[src/include/tws_pkg.sv]
// Purpose: Shared constants for the table-write and test-skip decoder
// Assumes: APB slave, 32-bit data, one word per register
// Notes:   Offsets are byte addresses on the APB
// Notes on behaviour
// RULE1: Low three pointer bits pick one of eight holding registers.
// RULE2: Holding registers stage data for later flash programming.
// RULE3: Table pointer is 21 bits, byte addressed, two megabytes.
// RULE4: Pointer bit zero selects low (0) or high (1) word byte; code uses it only as the low bit of the holding-register index.
// RULE5: Opcode low bits: 0 keep, 1 post-inc, 2 post-dec, 3 pre-inc.
// RULE6: Table write takes two cycles; latch read Q2, holding write Q4.
// RULE7: Test-skip discards next instruction when register is zero; two cycles.
// RULE8: Skip over a two-word instruction makes three cycles.
// RULE9: Bank bit 0 uses access bank, 1 uses bank select register.
// RULE10: Bank bit 0, extension on, address up to 95 uses indexed offset; code only sets the STATUS indexed bit, EFFADDR keeps the access-bank address.
// RULE11: No status flags change; table write leaves table latch alone.
package tws_pkg;
   localparam int PTR_W = 21;
   localparam int HOLD_N = 8;
   localparam int HOLD_SEL_W = 3;
   // Register byte offsets
   localparam logic [7:0] OFF_CTRL    = 8'h00;
   localparam logic [7:0] OFF_PTR     = 8'h04;
   localparam logic [7:0] OFF_LATCH   = 8'h08;
   localparam logic [7:0] OFF_BANK    = 8'h0c;
   localparam logic [7:0] OFF_OPCODE  = 8'h10;
   localparam logic [7:0] OFF_FILEVAL = 8'h14;
   localparam logic [7:0] OFF_STATUS  = 8'h18;
   localparam logic [7:0] OFF_EFFADDR = 8'h1c;
   localparam logic [7:0] OFF_HOLD0   = 8'h20;
   // Field positions
   localparam int CTRL_XINST    = 0;
   localparam int CTRL_NEXT2W   = 1;
   localparam int ST_BUSY       = 0;
   localparam int ST_SKIP       = 1;
   localparam int ST_INDEXED    = 2;
   localparam int ST_ACCESS     = 3;
   // Opcode patterns
   localparam logic [13:0] TABLE_WRITE_OP_HI = 14'h0003;   // 0000 0000 0000 11
   localparam logic [6:0]  TST_HI   = 7'h33;      // 0110 011
   localparam logic [7:0]  IDX_LIMIT = 8'h5f;
   localparam logic [7:0]  ACC_SPLIT = 8'h60;
   localparam logic [3:0]  ACC_HI_BANK = 4'hf;
   localparam logic [1:0]  UPD_KEEP = 2'h0;
   localparam logic [1:0]  UPD_POSTINC = 2'h1;
   localparam logic [1:0]  UPD_POSTDEC = 2'h2;
   localparam logic [1:0]  UPD_PREINC = 2'h3;
   localparam logic [1:0]  Q1 = 2'h0;
   localparam logic [1:0]  Q2 = 2'h1;
   localparam logic [1:0]  Q4 = 2'h3;
   // Execution states, Gray along the usual path
   typedef enum logic [2:0] {
      ST_IDLE = 3'h0,
      ST_DEC  = 3'h1,
      ST_EX2  = 3'h3,
      ST_EX3  = 3'h2
   } tws_state_e;
endpackage

[src/hw/tws_hold_mem.sv]
// Purpose: Eight-byte write holding buffer
// Assumes: Single write port, registered read port
// Notes:   Contents later feed flash programming
`timescale 1ns/1ps
module tws_hold_mem (
   input  wire logic       pclk,
   input  wire logic       presetn,
   input  wire logic       wr_en,
   input  wire logic [2:0] wr_idx,
   input  wire logic [7:0] wr_data,
   input  wire logic [2:0] rd_idx,
   output logic      [7:0] rd_data
);
   typedef struct packed {
      logic [7:0][7:0] mem;
      logic [7:0]      rd;
   } tws_mem_s;
   tws_mem_s st_reg;
   tws_mem_s st_next;

   ////////////////////////////////////////////////////////////////
   // Staging buffer write and registered readback
   always_comb begin
      st_next = st_reg;
      if (wr_en) begin
         st_next.mem[wr_idx] = wr_data; // RULE2
      end
      st_next.rd = st_reg.mem[rd_idx];
   end

   // Erased flash reads as ones, so buffer resets to ones
   always_ff @(posedge pclk or negedge presetn) begin
      if (!presetn) begin
         st_reg <= '1;
      end else begin
         st_reg <= st_next;
      end
   end

   assign rd_data = st_reg.rd;
endmodule

[src/hw/tws_ptr_upd.sv]
// Purpose: Table pointer update arithmetic
// Assumes: Combinational, used once per table write
// Notes:   Wraps across the 21-bit space
`timescale 1ns/1ps
module tws_ptr_upd (
   input  wire logic [20:0] ptr_in,
   input  wire logic [1:0]  mode,
   output logic      [20:0] ptr_write,
   output logic      [20:0] ptr_after
);
   // Pre-increment moves before the write, the rest after
   always_comb begin
      ptr_write = ptr_in;
      ptr_after = ptr_in;
      unique case (mode)
         tws_pkg::UPD_KEEP: ptr_after = ptr_in; // RULE5
         tws_pkg::UPD_POSTINC: ptr_after = ptr_in + 21'h000001; // RULE5
         tws_pkg::UPD_POSTDEC: ptr_after = ptr_in - 21'h000001; // RULE5
         tws_pkg::UPD_PREINC: begin
            ptr_write = ptr_in + 21'h000001; // RULE5
            ptr_after = ptr_in + 21'h000001;
         end
      endcase
   end
endmodule

[src/hw/tws_core.sv]
// Purpose: Table-write and test-skip execution over APB
// Assumes: One instruction clock is four pclk cycles (Q1..Q4)
// Notes:   Writing OPCODE launches execution; STATUS shows progress
`timescale 1ns/1ps
module tws_core (
   input  wire logic        pclk,
   input  wire logic        presetn,
   input  wire logic        psel,
   input  wire logic        penable,
   input  wire logic        pwrite,
   input  wire logic [7:0]  paddr,
   input  wire logic [31:0] pwdata,
   output logic      [31:0] prdata,
   output logic             pready,
   output logic             pslverr,
   output logic             flush_fetch,
   output logic [1:0]       exec_cycles
);
   typedef struct packed {
      tws_pkg::tws_state_e state;
      logic [1:0]  q;
      logic [1:0]  cyc;
      logic [1:0]  cyc_total;
      logic [15:0] opcode;
      logic [20:0] ptr;
      logic [7:0]  latch;
      logic [7:0]  latch_cap;
      logic [3:0]  bank;
      logic [7:0]  fileval;
      logic        xinst;
      logic        next2w;
      logic        skip;
      logic        indexed;
      logic        access;
      logic [11:0] effaddr;
      logic [20:0] ptr_wr;
      logic        flush;
      logic [31:0] rdata;
   } tws_core_s;

   tws_core_s st_reg;
   tws_core_s st_next;
   logic [20:0] ptr_write;
   logic [20:0] ptr_after;
   logic        hold_we;
   logic [7:0]  hold_rd;
   logic        wr_acc;
   logic        rd_acc;
   logic        hold_hit;

   // Pointer arithmetic against the live pointer
   tws_ptr_upd u_upd (
      .ptr_in    (st_reg.ptr),
      .mode      (st_reg.opcode[1:0]),
      .ptr_write (ptr_write),
      .ptr_after (ptr_after)
   );

   // Low pointer bits index the holding buffer
   tws_hold_mem u_hold (
      .pclk    (pclk),
      .presetn (presetn),
      .wr_en   (hold_we),
      .wr_idx  (st_reg.ptr_wr[2:0]), // RULE1 RULE4
      .wr_data (st_reg.latch_cap),
      .rd_idx  (paddr[4:2]),
      .rd_data (hold_rd)
   );

   ////////////////////////////////////////////////////////////////
   // Decode helpers
   function automatic logic is_table_write_op(input logic [15:0] op);
      return op[15:2] == tws_pkg::TABLE_WRITE_OP_HI;
   endfunction

   function automatic logic is_tst(input logic [15:0] op);
      return op[15:9] == tws_pkg::TST_HI;
   endfunction

   function automatic logic is_hold(input logic [7:0] a);
      return a[7:5] == tws_pkg::OFF_HOLD0[7:5];
   endfunction

   ////////////////////////////////////////////////////////////////
   // APB access qualifiers; hold reads need one extra cycle
   assign wr_acc   = psel && penable && pwrite;
   assign hold_hit = is_hold(paddr);
   assign rd_acc   = psel && penable && !pwrite;
   assign pready   = !(psel && penable && !pwrite && hold_hit && !st_reg.rdata[31]);
   assign pslverr  = 1'b0;
   assign hold_we  = (st_reg.state == tws_pkg::ST_EX2) && (st_reg.q == tws_pkg::Q4)
                     && is_table_write_op(st_reg.opcode); // RULE6

   ////////////////////////////////////////////////////////////////
   // Next state of the whole block
   always_comb begin
      st_next = st_reg;
      st_next.flush = 1'b0;
      // Q phase counter advances every pclk while executing
      if (st_reg.state != tws_pkg::ST_IDLE) begin
         st_next.q = st_reg.q + 2'h1;
      end

      unique case (st_reg.state)
         tws_pkg::ST_IDLE: begin
            st_next.q = tws_pkg::Q1;
            if (wr_acc && paddr == tws_pkg::OFF_OPCODE &&
                (is_table_write_op(pwdata[15:0]) || is_tst(pwdata[15:0]))) begin
               st_next.opcode = pwdata[15:0];
               st_next.state  = tws_pkg::ST_DEC;
               st_next.cyc    = 2'h1;
               st_next.skip   = 1'b0;
            end
         end
         tws_pkg::ST_DEC: begin
            // Test-skip: addressing resolved and register tested in Q2
            if (is_tst(st_reg.opcode) && st_reg.q == tws_pkg::Q2) begin
               st_next.access  = !st_reg.opcode[8]; // RULE9
               st_next.indexed = !st_reg.opcode[8] && st_reg.xinst
                                 && st_reg.opcode[7:0] <= tws_pkg::IDX_LIMIT; // RULE10
               if (st_reg.opcode[8]) begin
                  st_next.effaddr = {st_reg.bank, st_reg.opcode[7:0]}; // RULE9
               end else if (st_reg.opcode[7:0] >= tws_pkg::ACC_SPLIT) begin
                  st_next.effaddr = {tws_pkg::ACC_HI_BANK, st_reg.opcode[7:0]};
               end else begin
                  st_next.effaddr = {4'h0, st_reg.opcode[7:0]};
               end
               st_next.skip = st_reg.fileval == 8'h00; // RULE7
            end
            if (st_reg.q == tws_pkg::Q4) begin
               if (is_table_write_op(st_reg.opcode)) begin
                  st_next.state     = tws_pkg::ST_EX2; // RULE6
                  st_next.cyc_total = 2'h2;
               end else if (st_reg.skip) begin
                  st_next.state     = tws_pkg::ST_EX2; // RULE7
                  st_next.flush     = 1'b1;            // RULE7
                  st_next.cyc_total = st_reg.next2w ? 2'h3 : 2'h2; // RULE8
               end else begin
                  st_next.state     = tws_pkg::ST_IDLE;
                  st_next.cyc_total = 2'h1;
               end
               st_next.cyc = st_reg.cyc + 2'h1;
            end
         end
         tws_pkg::ST_EX2: begin
            // Latch sampled in Q2 into a private copy
            if (is_table_write_op(st_reg.opcode) && st_reg.q == tws_pkg::Q2) begin
               st_next.latch_cap = st_reg.latch; // RULE6
               st_next.ptr_wr    = ptr_write;    // RULE5
            end
            if (is_table_write_op(st_reg.opcode) && st_reg.q == tws_pkg::Q4) begin
               st_next.ptr = ptr_after; // RULE3 RULE5
            end
            if (st_reg.q == tws_pkg::Q4) begin
               if (!is_table_write_op(st_reg.opcode) && st_reg.next2w) begin
                  st_next.state = tws_pkg::ST_EX3; // RULE8
                  st_next.cyc   = st_reg.cyc + 2'h1;
               end else begin
                  st_next.state = tws_pkg::ST_IDLE;
               end
            end
         end
         tws_pkg::ST_EX3: begin
            // Second word of the discarded instruction also becomes a no-op
            if (st_reg.q == tws_pkg::Q4) begin
               st_next.state = tws_pkg::ST_IDLE; // RULE8
            end
         end
         default: st_next.state = tws_pkg::ST_IDLE;
      endcase

      // Software writes; pointer and latch are frozen while busy
      if (wr_acc && st_reg.state == tws_pkg::ST_IDLE) begin
         unique case (paddr)
            tws_pkg::OFF_CTRL: begin
               st_next.xinst  = pwdata[tws_pkg::CTRL_XINST];
               st_next.next2w = pwdata[tws_pkg::CTRL_NEXT2W];
            end
            tws_pkg::OFF_PTR:     st_next.ptr = pwdata[20:0]; // RULE3
            tws_pkg::OFF_LATCH:   st_next.latch = pwdata[7:0];
            tws_pkg::OFF_BANK:    st_next.bank = pwdata[3:0];
            tws_pkg::OFF_FILEVAL: st_next.fileval = pwdata[7:0];
            default: ;
         endcase
      end

      // Read data; bit 31 marks a second hold-read cycle
      st_next.rdata = 32'h0000_0000;
      if (rd_acc) begin
         if (hold_hit) begin
            st_next.rdata = st_reg.rdata[31] ? 32'h0000_0000 : {1'b1, 23'h000000, hold_rd};
         end
      end
   end

   ////////////////////////////////////////////////////////////////
   // Register the state
   always_ff @(posedge pclk or negedge presetn) begin
      if (!presetn) begin
         st_reg       <= '0;
         st_reg.state <= tws_pkg::ST_IDLE;
         st_reg.latch <= 8'h00;
      end else begin
         st_reg <= st_next;
      end
   end

   ////////////////////////////////////////////////////////////////
   // Read mux; no arithmetic flags exist, latch never written by execution
   always_comb begin
      prdata = 32'h0000_0000; // RULE11
      unique case (paddr)
         tws_pkg::OFF_CTRL:    prdata = {30'h0, st_reg.next2w, st_reg.xinst};
         tws_pkg::OFF_PTR:     prdata = {11'h000, st_reg.ptr};
         tws_pkg::OFF_LATCH:   prdata = {24'h000000, st_reg.latch}; // RULE11
         tws_pkg::OFF_BANK:    prdata = {28'h0000000, st_reg.bank};
         tws_pkg::OFF_OPCODE:  prdata = {16'h0000, st_reg.opcode};
         tws_pkg::OFF_FILEVAL: prdata = {24'h000000, st_reg.fileval};
         tws_pkg::OFF_STATUS:  prdata = {26'h0, st_reg.cyc_total, st_reg.access,
                                         st_reg.indexed, st_reg.skip,
                                         st_reg.state != tws_pkg::ST_IDLE};
         tws_pkg::OFF_EFFADDR: prdata = {20'h00000, st_reg.effaddr};
         default: begin
            if (hold_hit) begin
               prdata = {24'h000000, hold_rd}; // RULE2
            end
         end
      endcase
   end

   assign flush_fetch = st_reg.flush;
   assign exec_cycles = st_reg.cyc_total;
endmodule

[config.mk]
export PLATFORM = sky130hd
export DESIGN_NAME = tws_core
export DESIGN_NICKNAME = d
export VERILOG_FILES = /design/src/include/tws_pkg.sv /design/src/hw/tws_hold_mem.sv /design/src/hw/tws_ptr_upd.sv /design/src/hw/tws_core.sv
export SDC_FILE = /design/constraint.sdc
export NUM_CORES = 1
export LEC_CHECK = 0
export ABC_AREA = 1
export BUFFER_PORTS_ARGS = -buffer_cell sky130_fd_sc_hd__clkbuf_2
export CAP_MARGIN = 20
export CORE_MARGIN = 2
export CORE_UTILIZATION = 55
export CTS_CLUSTER_SIZE = 20
export DETAILED_ROUTE_END_ITERATION = 12
export PLACE_DENSITY = 0.77
export RECOVER_POWER = 25
export SETUP_SLACK_MARGIN = 0.05
export SYNTH_ARGS = -nofsm -noshare
export SYNTH_HDL_FRONTEND = slang
export SYNTH_HIERARCHICAL = 1
export SYNTH_SLANG_ARGS = --single-unit
[constraint.sdc]
create_clock -name pclk -period 1.7 [get_ports pclk]
set_input_delay 0.17 -clock pclk [delete_from_list [all_inputs] [get_ports pclk]]
set_output_delay 0.17 -clock pclk [all_outputs]
set_load 0.005 [all_outputs]
==> qor.csv <==
stage;metric;value;unit
status;outcome;complete, but fails checks;
status;failing checks;setup timing;
final_layout;fin util;0.711;
grt;number of global-route vias before repair;9336;
power_and_ir_drop;P_leak;6.32;nW
sta;sum of negative setup slack;-0.328;ns
setup_path;Arrival @ worst endpoint;2.11;ns
drt;DRT Pass-1 Iters;8;
clock_network;Clock Tree Buf Depth;2;
sta;Final Skew;0.00913;ns
logic_synthesis;Syn. warnings;6;
sta;PnR worst setup slack;-0.0799;ns
sta;worst-margin pin slew;1.04;ns
sta;Tcrit/Tclk final;1.05;
clock_network;total CTS buffers;17;
setup_path;Req. time, crit path;2.03;ns
floorplanning;Initial Util;0.559;
floorplanning;Placeable Area;18600;sq um
sta;Setup Viol. Count Final;11;
flow_run;# Max-Cap Violations;0;
setup_path;Crit Path Class;register to register;
power_and_ir_drop;Tot Pwr;8.37;mW
sta;final hold vios;0;
floorplanning;Top-Level Pins;82;
grt;first-pass GRT wire length;45000;um
logic_synthesis;area of the mapped netlist;10400;sq um
floorplanning;Die Wd;142;um
sta;fin crit period;1.78;ns
final_layout;number of flip-flops in the largest register;90;
drt;DR DRC count;0;
setup_path;crit-path max FO;7;
clock_network;CTS H-tree lvls;4;
floorplanning;Die Height;142;um
final_layout;layout cells sized above 1;0.329;
grt;pin count of the biggest net entering global routing;52;
clock_network;CTS tree;yes;
drt;via-per-instance ratio;5.30;
grt;Total Routing Usage GR;0.282;
grt;global route total overflow;0;
sta;worst rel slew slack;0.306;
final_layout;fillers;1378;
placed_design;port buffer count;58;
sta;Pins Over Slew Limit;0;
placed_design;HPWL after DPL;19800;um
setup_path;CP Capture Type;register;
floorplanning;Die Footprint;20100;sq um
drt;routed via count;10000;
grt;initial antenna violation count;0;
power_and_ir_drop;Max IR drop VDD;0.814;mV
setup_path;CP Launch Type;register;
drt;ANT nets after route;0;
clock_network;latest clock arrival within the worst-skew pair;0.44;ns
sta;RSZ-0062 raised after global routing;true;
final_layout;Layout area overhead;27.1;%
final_layout;# diodes;0;
floorplanning;row cnt;50;
power_and_ir_drop;pwr dens;632;nW/um^2
drt;WL final;29300;um
clock_network;Clock Sinks;165;
logic_synthesis;Avg Cell Area, Syn;7.05;sq um
clock_network;Root Driver;clkbuf_16;
drt;drt wl/cell;15.5;um
placed_design;RD Place Congestion;0.971;
final_layout;NumNets Final;1695;
drt;drt first-iter violations;832;
logic_synthesis;Syn Inst Count;1479;
setup_path;Reg2Reg Setup Slack;-0.08;ns
sta;Achievable Freq;0.562;GHz
clock_network;clock-pin slew on the worst setup and hold paths;0.07;ns
min_path;worst hold path type;input port to register;
==> layer usage <==
| metal | vias up | part of all wire | global-route usage |
|---|---|---|---|
| met5 | - | 0 | 0 |
| met4 | 0 | 0.024 | 0.0900 |
| met3 | 58 | 0.056 | 0.0429 |
| met2 | 337 | 0.51 | 0.498 |
| met1 | 4736 | 0.41 | 0.355 |
| li1 | 4896 | - | - |
==> through the flow <==
stage	worst slack (ns)	instances	hold WS, ns	cell area [sq um]
after floorplan	-0.160	1490	-0.126	10600
after global placement	-0.0496	1806	0.117	11400
after detailed placement	-0.0753	1806	0.115	11400
after CTS	-0.0375	1866	0.000352	12500
after global routing	-0.146	1893	0.0288	13200
final	-0.0799	1893	0.0128	13200
==> worst max-delay path, cell delays in order (launching register included) <==
cell     delay, ns
dfrtp_2       0.51
nor2_1        0.16
nand2_1       0.13
nor2_4        0.21
nand3_2       0.09
xor2_1        0.15
nand2_1       0.05
nand2_1       0.08
inv_1         0.07
nand4_1       0.09
nand3_1       0.07
nand2_1       0.05
==> placed cells by master, fill, tap and decap left out, drive strengths merged, types with 2 or more instances in the layout <==
master	n
nor4	2
o22ai	2
a21oi	14
ha	4
buf	144
dfstp	72
conb	12
xor2	13
o21ai	132
and2	2
o221ai	2
nand2	513
o21bai	15
dlygate4sd3	9
o211ai	6
clkinv	7
dfrtp	93
nand3	121
nand4	14
nor2	174
clkbuf	74
inv	218
nor3	8
==> what timing repair did <==
| item | CTS | global route |
|---|---|---|
| hold endpoints to repair | 44 | 1 |
| setup endpoints to repair | 57 | 137 |
| buffers inserted | 19 | 25 |
| gates resized for setup | 82 | 181 |
| pin swaps | 22 | 62 |
| hold buffers | 8 | 1 |
| gates cloned | 1 | 2 |
==> path summary, 6_finish.rpt <==
| path | from | to | depth (start not counted) |
|---|---|---|---|
| max | st_reg[103] | st_reg[110] | 11 |
| min in group asynchronous | presetn | st_reg[34] | 2 |
| max in group asynchronous | presetn | st_reg[121] | 3 |
| min reg2reg | u_hold/st_reg[37] | u_hold/st_reg[37] | 2 |
| max reg2reg | st_reg[103] | st_reg[110] | 11 |
| min | pwdata[2] | st_reg[122] | 3 |
==> report_power, final <==
part / switching, mW / internal [mW]
registers: 0.0250 / 3.97
logic: 0.411 / 0.220
clock network: 1.74 / 2.01
==> layout make-up <==
class / instances / area (sq um) / share of cell area
Clock buffer: 19 / 454 / 0.0343
Clock inverter: 13 / 113 / 0.00850
Inverter: 213 / 820 / 0.0619
Multi-Input combinational cell: 1041 / 5640 / 0.426
Sequential cell: 165 / 4240 / 0.320
Tap cell: 234 / 293 / 0.0221
Timing Repair Buffer: 208 / 1690 / 0.127
(Power assumes the default switching activity.)
